===== config.mk =====
export PLATFORM = sky130hd
export DESIGN_NAME = sbbu_unit
export DESIGN_NICKNAME = d
export VERILOG_FILES = /design/src/logic/sbbu_pkg.sv /design/src/logic/sbbu_dp_if.sv /design/src/logic/sbbu_alu.sv /design/src/logic/sbbu_cond.sv /design/src/logic/sbbu_unit.sv
export VERILOG_INCLUDE_DIRS = /design/src /design/src/logic
export SDC_FILE = /design/constraint.sdc
export NUM_CORES = 1
export LEC_CHECK = 0
export ABC_AREA = 1
export BUFFER_PORTS_ARGS = -buffer_cell sky130_fd_sc_hd__buf_2
export CELL_PAD_IN_SITES_DETAIL_PLACEMENT = 1
export CELL_PAD_IN_SITES_GLOBAL_PLACEMENT = 1
export CORE_ASPECT_RATIO = 1.2
export CORE_MARGIN = 10
export CORE_UTILIZATION = 35
export DETAILED_ROUTE_END_ITERATION = 10
export PLACE_DENSITY = 0.8
export SKIP_CTS_REPAIR_TIMING = 1
export SYNTH_ARGS = -nofsm -noshare
export SYNTH_HDL_FRONTEND = slang
export SYNTH_HIERARCHICAL = 1
export SYNTH_SLANG_ARGS = --single-unit

===== constraint.sdc =====
create_clock -name sys_clk -period 2.4 [get_ports sys_clk]
set_input_delay 0.24 -clock sys_clk [delete_from_list [all_inputs] [get_ports sys_clk]]
set_output_delay 0.24 -clock sys_clk [all_outputs]
set_load 0.01 [all_outputs]

===== src/logic/sbbu_consts.svh =====
`ifndef SBBU_CONSTS_SVH
`define SBBU_CONSTS_SVH

// Reset values of the program counter and the code page
`define SBBU_PC_RESET 16'h0000
`define SBBU_PAGE_RESET 16'h0000

// Bit positions inside the condition-code vectors
`define SBBU_FLG_C 0
`define SBBU_FLG_V 1
`define SBBU_FLG_Z 2
`define SBBU_FLG_N 3

// Condition-code write masks
`define SBBU_CCR_NONE 4'h0
`define SBBU_CCR_ALL 4'hF
`define SBBU_CCR_Z 4'h4

// Bit-number fold for byte operands
`define SBBU_BYTE_POS_MASK 4'h7

`endif


===== src/logic/sbbu_pkg.sv =====
package sbbu_pkg;

  // Operation codes handled by the unit
  typedef enum logic [4:0] {
    OP_ARITH_SHIFT_LEFT = 5'h00,
    OP_ARITH_SHIFT_RIGHT = 5'h01,
    OP_LOGIC_SHIFT_LEFT = 5'h02,
    OP_LOGIC_SHIFT_RIGHT = 5'h03,
    OP_ROTATE_LEFT = 5'h04,
    OP_ROTATE_RIGHT = 5'h05,
    OP_ROTATE_LEFT_VIA_CARRY = 5'h06,
    OP_ROTATE_RIGHT_VIA_CARRY = 5'h07,
    OP_BIT_SET = 5'h08,
    OP_BIT_CLEAR = 5'h09,
    OP_BIT_INVERT = 5'h0A,
    OP_BIT_TEST = 5'h0B,
    OP_COND_BRANCH = 5'h0C,
    OP_SAME_PAGE_JUMP = 5'h0D,
    OP_PAGE_JUMP = 5'h0E,
    OP_RELATIVE_CALL = 5'h0F,
    OP_ABSOLUTE_CALL = 5'h10,
    OP_PAGE_CALL = 5'h11,
    OP_SAME_PAGE_RETURN = 5'h12
  } sbbu_op_t;

  // Branch conditions
  typedef enum logic [3:0] {
    COND_ALWAYS = 4'h0,
    COND_NEVER = 4'h1,
    COND_HIGHER = 4'h2,
    COND_LOWER_SAME = 4'h3,
    COND_CARRY_CLEAR = 4'h4,
    COND_CARRY_SET = 4'h5,
    COND_NOT_EQUAL = 4'h6,
    COND_EQUAL = 4'h7,
    COND_OVF_CLEAR = 4'h8,
    COND_OVF_SET = 4'h9,
    COND_PLUS = 4'hA,
    COND_MINUS = 4'hB,
    COND_GREATER_EQ = 4'hC,
    COND_LESS = 4'hD,
    COND_GREATER = 4'hE,
    COND_LESS_EQ = 4'hF
  } sbbu_cond_t;

  // True for the operations that push a return point
  function automatic logic sbbu_is_call(input sbbu_op_t op);
    return (op == OP_RELATIVE_CALL) || (op == OP_ABSOLUTE_CALL) ||
           (op == OP_PAGE_CALL);
  endfunction

endpackage


===== src/logic/sbbu_dp_if.sv =====
`timescale 1ns/1ps
// Operand path between the control part and the shift and bit datapath
interface sbbu_dp_if;
  import sbbu_pkg::*;
  sbbu_op_t op;
  logic word;
  logic [15:0] opnd;
  logic cin;
  logic [3:0] bitpos;
  logic [15:0] res;
  logic cout;
  logic vout;
  logic nout;
  logic zout;
  logic zbit;

  modport unit (
    output op, word, opnd, cin, bitpos,
    input res, cout, vout, nout, zout, zbit
  );
  modport alu (
    input op, word, opnd, cin, bitpos,
    output res, cout, vout, nout, zout, zbit
  );
endinterface


===== src/logic/sbbu_alu.sv =====
`timescale 1ns/1ps
module sbbu_alu
  import sbbu_pkg::*;
#(
  parameter int W = 16
) (
  sbbu_dp_if.alu dp
);

  if (W != 16) begin : g_bad_w
    $error("sbbu_alu serves 16-bit operands only");
  end

  logic [15:0] val;
  logic [15:0] wres;
  logic [15:0] mask;
  logic msb;
  logic fill;

  // Shift, rotate and single-bit datapath, byte results keep the high byte
  always_comb begin
    val = dp.word ? dp.opnd : {8'h00, dp.opnd[7:0]};
    msb = dp.word ? dp.opnd[15] : dp.opnd[7];
    mask = 16'h0001 << dp.bitpos;
    wres = val;
    fill = 1'b0;
    dp.cout = dp.cin;
    case (dp.op)
      OP_ARITH_SHIFT_LEFT, OP_LOGIC_SHIFT_LEFT, OP_ROTATE_LEFT,
      OP_ROTATE_LEFT_VIA_CARRY: begin
        if (dp.op == OP_ROTATE_LEFT) begin
          fill = msb;
        end else if (dp.op == OP_ROTATE_LEFT_VIA_CARRY) begin
          fill = dp.cin;
        end
        wres = {val[14:0], fill};
        dp.cout = msb;
      end
      OP_ARITH_SHIFT_RIGHT, OP_LOGIC_SHIFT_RIGHT, OP_ROTATE_RIGHT,
      OP_ROTATE_RIGHT_VIA_CARRY: begin
        if (dp.op == OP_ARITH_SHIFT_RIGHT) begin
          fill = msb;
        end else if (dp.op == OP_ROTATE_RIGHT) begin
          fill = val[0];
        end else if (dp.op == OP_ROTATE_RIGHT_VIA_CARRY) begin
          fill = dp.cin;
        end
        wres = dp.word ? {fill, val[15:1]} : {8'h00, fill, val[7:1]};
        dp.cout = val[0];
      end
      OP_BIT_SET: begin
        wres = val | mask;
      end
      OP_BIT_CLEAR: begin
        wres = val & ~mask;
      end
      OP_BIT_INVERT: begin
        wres = val ^ mask;
      end
      default: begin
        wres = val;
      end
    endcase
    dp.res = dp.word ? wres : {dp.opnd[15:8], wres[7:0]};
    dp.nout = dp.word ? wres[15] : wres[7];
    dp.zout = dp.word ? (wres == 16'h0000) : (wres[7:0] == 8'h00);
    // Overflow only when an arithmetic left shift flips the sign
    dp.vout = (dp.op == OP_ARITH_SHIFT_LEFT) &&
              (msb != (dp.word ? wres[15] : wres[7]));
    dp.zbit = ~val[dp.bitpos];
  end

endmodule


===== src/logic/sbbu_cond.sv =====
`timescale 1ns/1ps
module sbbu_cond
  import sbbu_pkg::*;
(
  input sbbu_cond_t cond,
  input logic c,
  input logic z,
  input logic v,
  input logic n,
  output logic taken
);

  // Branch condition evaluation from the four flags
  always_comb begin
    case (cond)
      COND_ALWAYS: taken = 1'b1;
      COND_NEVER: taken = 1'b0;
      COND_HIGHER: taken = ~(c | z);
      COND_LOWER_SAME: taken = c | z;
      COND_CARRY_CLEAR: taken = ~c;
      COND_CARRY_SET: taken = c;
      COND_NOT_EQUAL: taken = ~z;
      COND_EQUAL: taken = z;
      COND_OVF_CLEAR: taken = ~v;
      COND_OVF_SET: taken = v;
      COND_PLUS: taken = ~n;
      COND_MINUS: taken = n;
      COND_GREATER_EQ: taken = ~(n ^ v);
      COND_LESS: taken = n ^ v;
      COND_GREATER: taken = ~(z | (n ^ v));
      COND_LESS_EQ: taken = z | (n ^ v);
      default: taken = 1'b0;
    endcase
  end

endmodule


===== src/logic/sbbu_unit.sv =====
`timescale 1ns/1ps
`include "sbbu_consts.svh"
module sbbu_unit
  import sbbu_pkg::*;
#(
  parameter int PAGE_W = 8
) (
  input logic sys_clk,
  input logic rst_n,
  input logic start,
  input sbbu_op_t op,
  input logic is_word,
  input logic [15:0] opnd,
  input logic [3:0] ccr_in,
  input logic [3:0] bit_imm,
  input logic [15:0] bit_reg,
  input logic bit_from_reg,
  input sbbu_cond_t cond,
  input logic [15:0] disp,
  input logic [15:0] target,
  input logic [PAGE_W-1:0] target_page,
  input logic [15:0] next_pc,
  input logic [15:0] ret_addr,
  output logic done,
  output logic [15:0] result,
  output logic result_we,
  output logic [3:0] ccr_out,
  output logic [3:0] ccr_we,
  output logic [15:0] pc,
  output logic [PAGE_W-1:0] code_page,
  output logic pc_loaded,
  output logic ret_push,
  output logic [15:0] ret_push_addr,
  output logic [PAGE_W-1:0] ret_push_page,
  output logic ret_pop
);

  if (PAGE_W < 1 || PAGE_W > 16) begin : g_bad_page
    $error("PAGE_W must lie between 1 and 16");
  end

  sbbu_dp_if dp ();

  logic taken;
  logic [3:0] bit_src;
  logic done_ff, nxt_done;
  logic [15:0] result_ff, nxt_result;
  logic result_we_ff, nxt_result_we;
  logic [3:0] ccr_ff, nxt_ccr;
  logic [3:0] ccr_we_ff, nxt_ccr_we;
  logic [15:0] pc_ff, nxt_pc;
  logic [PAGE_W-1:0] page_ff, nxt_page;
  logic loaded_ff, nxt_loaded;
  logic push_ff, nxt_push;
  logic [15:0] push_addr_ff, nxt_push_addr;
  logic [PAGE_W-1:0] push_page_ff, nxt_push_page;
  logic pop_ff, nxt_pop;

  // Bit number source and fold to the operand size
  assign bit_src = bit_from_reg ? bit_reg[3:0] : bit_imm;
  assign dp.bitpos = is_word ? bit_src :
                     (bit_src & `SBBU_BYTE_POS_MASK);

  // Operand path into the datapath
  assign dp.op = op;
  assign dp.word = is_word;
  assign dp.opnd = opnd;
  assign dp.cin = ccr_in[`SBBU_FLG_C];

  sbbu_alu #(
    .W(16)
  ) u_alu (
    .dp(dp.alu)
  );

  sbbu_cond u_cond (
    .cond(cond),
    .c(ccr_in[`SBBU_FLG_C]),
    .z(ccr_in[`SBBU_FLG_Z]),
    .v(ccr_in[`SBBU_FLG_V]),
    .n(ccr_in[`SBBU_FLG_N]),
    .taken(taken)
  );

  // Next values for results, flags and program flow
  always_comb begin
    nxt_done = start;
    nxt_result = result_ff;
    nxt_result_we = 1'b0;
    nxt_ccr = ccr_ff;
    nxt_ccr_we = `SBBU_CCR_NONE;
    nxt_pc = pc_ff;
    nxt_page = page_ff;
    nxt_loaded = 1'b0;
    nxt_push = 1'b0;
    nxt_push_addr = push_addr_ff;
    nxt_push_page = push_page_ff;
    nxt_pop = 1'b0;
    if (start) begin
      nxt_pc = next_pc;
      if (sbbu_is_call(op)) begin
        nxt_push = 1'b1;
        nxt_push_addr = next_pc;
        nxt_push_page = page_ff;
      end
      case (op)
        OP_ARITH_SHIFT_LEFT, OP_ARITH_SHIFT_RIGHT, OP_LOGIC_SHIFT_LEFT,
        OP_LOGIC_SHIFT_RIGHT, OP_ROTATE_LEFT, OP_ROTATE_RIGHT,
        OP_ROTATE_LEFT_VIA_CARRY, OP_ROTATE_RIGHT_VIA_CARRY: begin
          nxt_result = dp.res;
          nxt_result_we = 1'b1;
          nxt_ccr[`SBBU_FLG_C] = dp.cout;
          nxt_ccr[`SBBU_FLG_V] = dp.vout;
          nxt_ccr[`SBBU_FLG_Z] = dp.zout;
          nxt_ccr[`SBBU_FLG_N] = dp.nout;
          nxt_ccr_we = `SBBU_CCR_ALL;
        end
        OP_BIT_SET, OP_BIT_CLEAR, OP_BIT_INVERT: begin
          nxt_result = dp.res;
          nxt_result_we = 1'b1;
          nxt_ccr[`SBBU_FLG_Z] = dp.zbit;
          nxt_ccr_we = `SBBU_CCR_Z;
        end
        OP_BIT_TEST: begin
          nxt_ccr[`SBBU_FLG_Z] = dp.zbit;
          nxt_ccr_we = `SBBU_CCR_Z;
        end
        OP_COND_BRANCH: begin
          if (taken) begin
            nxt_pc = next_pc + disp;
            nxt_loaded = 1'b1;
          end
        end
        OP_SAME_PAGE_JUMP, OP_ABSOLUTE_CALL: begin
          nxt_pc = target;
          nxt_loaded = 1'b1;
        end
        OP_RELATIVE_CALL: begin
          nxt_pc = next_pc + disp;
          nxt_loaded = 1'b1;
        end
        OP_PAGE_JUMP, OP_PAGE_CALL: begin
          nxt_pc = target;
          nxt_page = target_page;
          nxt_loaded = 1'b1;
        end
        OP_SAME_PAGE_RETURN: begin
          nxt_pc = ret_addr;
          nxt_loaded = 1'b1;
          nxt_pop = 1'b1;
        end
        default: begin
          nxt_pc = next_pc;
        end
      endcase
    end
  end

  // State registers
  always_ff @(posedge sys_clk) begin
    if (!rst_n) begin
      done_ff <= 1'b0;
      result_ff <= 16'h0000;
      result_we_ff <= 1'b0;
      ccr_ff <= 4'h0;
      ccr_we_ff <= `SBBU_CCR_NONE;
      pc_ff <= `SBBU_PC_RESET;
      page_ff <= PAGE_W'(`SBBU_PAGE_RESET);
      loaded_ff <= 1'b0;
      push_ff <= 1'b0;
      push_addr_ff <= 16'h0000;
      push_page_ff <= PAGE_W'(`SBBU_PAGE_RESET);
      pop_ff <= 1'b0;
    end else begin
      done_ff <= nxt_done;
      result_ff <= nxt_result;
      result_we_ff <= nxt_result_we;
      ccr_ff <= nxt_ccr;
      ccr_we_ff <= nxt_ccr_we;
      pc_ff <= nxt_pc;
      page_ff <= nxt_page;
      loaded_ff <= nxt_loaded;
      push_ff <= nxt_push;
      push_addr_ff <= nxt_push_addr;
      push_page_ff <= nxt_push_page;
      pop_ff <= nxt_pop;
    end
  end

  // Outputs straight from registers
  assign done = done_ff;
  assign result = result_ff;
  assign result_we = result_we_ff;
  assign ccr_out = ccr_ff;
  assign ccr_we = ccr_we_ff;
  assign pc = pc_ff;
  assign code_page = page_ff;
  assign pc_loaded = loaded_ff;
  assign ret_push = push_ff;
  assign ret_push_addr = push_addr_ff;
  assign ret_push_page = push_page_ff;
  assign ret_pop = pop_ff;
endmodule


# Word level (Yosys, flattened, before mapping)
# Cells that the tools add are included.
# totals
regBits,77
inputBits,126
elab_cells,114
# op_classes
n_addsub,1
magnitude_cmp,1
n_eq_ne,34
shifts,1
n_mux,27
n_bitwise,15
n_reduce_logical,22
# op_table
operator,count
16-bit one-hot mux with 5 select lines,1
16-bit 2-to-1 mux,4
16-bit one-hot mux with 4 select lines,1
5-bit by 4-bit equality test with 1-bit output (second input constant),8
4-bit equality test (second input constant),8
5-bit by 3-bit equality test with 1-bit output (second input constant),4
16-bit adder,1
16-bit bitwise AND,1
4-bit by 3-bit equality test with 1-bit output (second input constant),4
16-bit logical NOT,1
16-bit inverter,1
16-bit OR,1
1-bit one-hot mux with 16 select lines,1
4-bit OR reduction,4
1-bit by 4-bit << shifter with 16-bit output (first input constant),1
16-bit XOR,1
5-bit equality test (second input constant),3
1-bit 2-to-1 mux,13
2-bit AND reduction,6
11-bit OR reduction,1
5-bit by 2-bit equality test with 1-bit output (second input constant),2
4-bit by 2-bit equality test with 1-bit output (second input constant),2
8-bit logical NOT,1
4-bit 2-to-1 mux,2
other kinds (18),29

# Depth between registers and ports, before layout
# logic_depth
ltp_word,9
depth_mapped,22
mapped_depth_nobuf,22

# Modules after synthesis
# The synthesis kept the hierarchy.
# by_module_without_submodules
mod,instances,cells_each,area_each_um2,seq_area_each_um2
sbbu_unit,1,630,4206.5,1501.4
sbbu_alu,1,365,1931.9,0.0
sbbu_cond,1,48,190.2,0.0

# Worst setup path before layout
# Ideal clock, no wire load.
# synth_path
path_kind,input-to-reg
from,in bit_from_reg
to,reg ccr_ff[2] (netlist: ccr_out[2])
setup_ns,0.057
arrival_time_ns,2.101
path_slack_ns,0.242
stages,18
n_path_buf,0
cell_sequence,inv_1 nand2_1 nand2_1 inv_1 nor2_1 nand3_1 ha_1 nand2_1 nand2_1 nor3_2 nand2_1 nor2_1 nand3_1 a21oi_2 o21ai_0 nand3_1 o211ai_1 inv_1
# synth_via
elab_chain_len,9
word_cells_on_any_way,15
cone_classes,1 x shift; 7 x mux; 5 x bitwise; 2 x reduce/logical
# synth_lines
item,line_no,source
start: declaration,sbbu_unit.sv:17,"input logic bit_from_reg,"
4-bit 2-to-1 mux *,sbbu_unit.sv:60,assign bit_src = bit_from_reg ? bit_reg[3:0] : bit_imm;
named net bit_src[0],sbbu_unit.sv:45,logic [3:0] bit_src;
4-bit 2-to-1 mux *,sbbu_unit.sv:61,assign dp.bitpos = is_word ? bit_src :
1-bit by 4-bit << shifter with 16-bit output *,sbbu_alu.sv:24,mask = 16'h0001 << dp.bitpos;
16-bit inverter,sbbu_alu.sv:55,wres = val & ~mask;
16-bit bitwise AND,sbbu_alu.sv:55,
16-bit one-hot mux with 5 select lines *,sbbu_alu.sv:28,case (dp.op)
16-bit logical NOT or 8-bit logical NOT (tied branches),sbbu_alu.sv:66,dp.zout = dp.word ? (wres == 16'h0000) : (wres[7:0] == 8'h00);
1-bit 2-to-1 mux *,sbbu_alu.sv:66,
named net dp.zout,sbbu_dp_if.sv:14,logic zout;
1-bit one-hot mux with 2 select lines *,sbbu_unit.sv:106,case (op)
end signal: assignment,sbbu_unit.sv:178,ccr_ff <= nxt_ccr;
end: declaration,sbbu_unit.sv:49,"logic [3:0] ccr_ff, nxt_ccr;"
# Mark *: on every way through the listed nets, which the timed path passes. The rest lies on a longest branch. The select of a mux whose other input is x is not followed.
# A chain may end at the register's enable or synchronous reset.

# Worst setup path in the final report
# Ends and elaborated chain as after synthesis.

==> flow_metrics.tcl <==
set metrics [dict create \
    start_util 0.359 \
    grt_pass1_vias 7704 \
    start_kind "primary input" \
    cts_max_level 3 \
    cpPeakStageDelay_ps 290 \
    worstSetupPathType "in -> reg" \
    cts_root_buffer "clkbuf_16" \
    final_common_cell "nand2_1" \
    final_cell_mix "315 x nand2_1, 190 x buf_2, 128 x inv_1, 121 x nor2_1, 76 x nand3_1" \
    synthArstFlopShare 0 \
    layout.nets 1419 \
    holdPathEnd "code_page[7]" \
    overflow 0 \
    path_cells "buf_2 > inv_1 > nand2_1 > nand2_1 > inv_2 > nand2_1 > inv_2 > nand3_1 > ha_1 > nand2_1 > nand2_1 > nor3_2 > nand2_1 > nor2_1 > nand3_1 > a21oi_2 > o21ai_0 > nand3_1 > o211ai_1 > inv_1" \
    ir_drop_mv 0.269 \
    fin_skew_ps 0.737 \
    r2r-start "ret_push_addr[15]" \
    cts_max_path_buffers 2 \
    grt_pass1_wl_microns 39600 \
    power_density_mw_per_mm2 486 \
    post-route-period-util 0.900 \
    drtIter0Drc 255 \
    vias 7441 \
    tritoncts "built" \
    die_h_microns 167 \
    dpl_cell_area_sq_mm 0.00761 \
    hold_slack_ps 131 \
    clk_pin_slew_ps 60 \
    row_count 53 \
    fill_cells 2496 \
    synth_seq_area_share 0.237 \
    die_w_microns 143 \
    area_delta_synth_final_pct 25.6 \
    status "finished, final reports clean" \
    critPathRequiredTime_ps 2680 \
    power_leakage_nw 4.26 \
    drc 0 \
    fin_crit_ps 2160 \
    r2r_cells 2 \
    min_path_type "in -> reg" \
    crit_slowest_cell "ha_1" \
    syn_area_per_cell_sq_um 6.07 \
    fin_area_sq_mm 0.00795 \
    syn-num-nets 1217 \
    place_hpwl_microns 20400 \
    worstMarginPinSlew_ps 516 \
    layout-drive-gt1-share 0.246 \
    r2r_end "ret_push_addr[15]" \
    synth-edff-count 0 \
    synth_cells 1043 \
    core_sq_mm 0.0176 \
    ys_warn_count 6 \
    slew_headroom 0.655 \
    ys_ff_latch 75 \
    rsz0062_at_grt "no" \
    clock-sinks 75 \
    die_area_sq_mm 0.0239 \
    worstHoldStart "target_page[7]" \
    port_buffers 190 \
    wl_per_cell_microns 16.8 \
    globalplace.congestion 0.903 \
    drt_first_pass_iters 5 \
    crit_path_end_kind "flip-flop" \
    critPathMaxFanout 5 \
    setup_tns_ps 0 \
    grt_max_degree 36 \
    track_usage 0.203 \
    reg2reg_setup_slack_ps 1710 \
    clock_latency_ps 330 \
    clock.fmax_mhz 463 \
    synthFlopType "dfxtp_1" \
    hold_path_depth 3 \
    cpMostUsedCell "nand2_1" \
    worstPathArrival_ps 2440 \
    finalHoldViolations 0 \
    synth_cell_types 47 \
    finalSetupViolations 0 \
    numCtsBuffers 9 \
    report.final.slew_viol_count 0 \
    max-cap-violations 0 \
    power.total_mw 3.87 \
    antenna_found_initial 5 \
    final_antenna_net_count 0 \
    wirelength_microns 24700 \
    vias_per_cell 5.05 \
    cp_top_family "simple AND/OR/NAND/NOR gates" \
    ios 203 \
    crit_buf_inv 5 \
    syn-cell-area_sq_mm 0.00633 \
]
## through the flow
step / worst slack, ps / utilization / cells
after CTS: 173 / 0.449 / 1470
after detailed placement: -176 / 0.432 / 1454
after global routing: 3.34 / 0.451 / 1472
after floorplan: 242 / - / 1043
final: 241 / 0.451 / 1473
after global placement: -74.3 / 0.432 / 1454
## how the worst max path moves through the flow
stage,startpoint,end,cells after the start
final,bit_from_reg,ccr_out[2],20
after global routing,bit_from_reg,ccr_out[2],20
after detailed placement,bit_from_reg,ccr_out[2],19
after CTS,bit_from_reg,ccr_out[2],19
after floorplan,bit_from_reg,ccr_out[2],18
after global placement,bit_from_reg,ccr_out[2],19
## power by group
| group | switching, mW | internal [mW] |
|---|---|---|
| clock network | 0.588 | 0.848 |
| logic | 0.686 | 0.407 |
| registers | 0.0326 | 1.31 |
## cell families after synthesis
kind of cell | count (synthesis) | synth area share
compound gates | 169 | 0.154
fa+ha+maj | 48 | 0.0961
flops | 75 | 0.237
buf+inv | 184 | 0.125
xor+xnor | 4 | 0.00554
simple gates | 563 | 0.382
## layer usage
layer / up-vias / global-route usage / wire length (microns)
met5: - / 0 / 22
met4: 4 / 0.0656 / 624
met3: 44 / 0.0427 / 1460
met2: 190 / 0.377 / 12700
met1: 3480 / 0.222 / 9910
li1: 3723 / - / -
## cells in the mapped netlist, types with 6 or more instances
library cell | number | area (sq um)
buf_2 | 8 | 40.0
o21ai_0 | 74 | 370
nor2_1 | 125 | 469
inv_1 | 131 | 492
ha_1 | 47 | 588
nand2_1 | 316 | 1190
dfxtp_1 | 75 | 1500
inv_2 | 14 | 52.6
nor3_1 | 6 | 30.0
a21oi_1 | 52 | 260
nor2_4 | 6 | 67.6
buf_6 | 9 | 101
nand3_1 | 76 | 380
o21ai_1 | 10 | 50.1
a22oi_1 | 8 | 60.1
nand2_2 | 8 | 50.1
clkbuf_1 | 10 | 37.5
## registers in the layout, indices dropped and copies added, names as in the netlist
register,count
result_we,1
ccr_we,2
ret_pop,1
pc,16
done,1
pc_loaded,1
ret_push_addr,16
ret_push_page,8
ccr_out,4
result,16
ret_push,1
code_page,8
## worst reg2reg max path, delay by kind of cell, from the launching register on
| kind | cells | cell delay, ps |
|---|---|---|
| flops | 1 | 330 |
| compound gates | 2 | 230 |
## cell type report
| class | count | area (sq um) | area share |
|---|---|---|---|
| multi-input cells | 784 | 4050 | 0.510 |
| well taps | 220 | 275 | 0.0346 |
| repair buffers | 224 | 1230 | 0.155 |
| flip-flops and latches | 75 | 1500 | 0.189 |
| inverters | 151 | 572 | 0.0719 |
| diodes | 3 | 7.51 | 0.000944 |
| clock buffers | 10 | 239 | 0.0301 |
| clock inverters | 6 | 72.6 | 0.00913 |
Power figures use the tool's default switching activity.
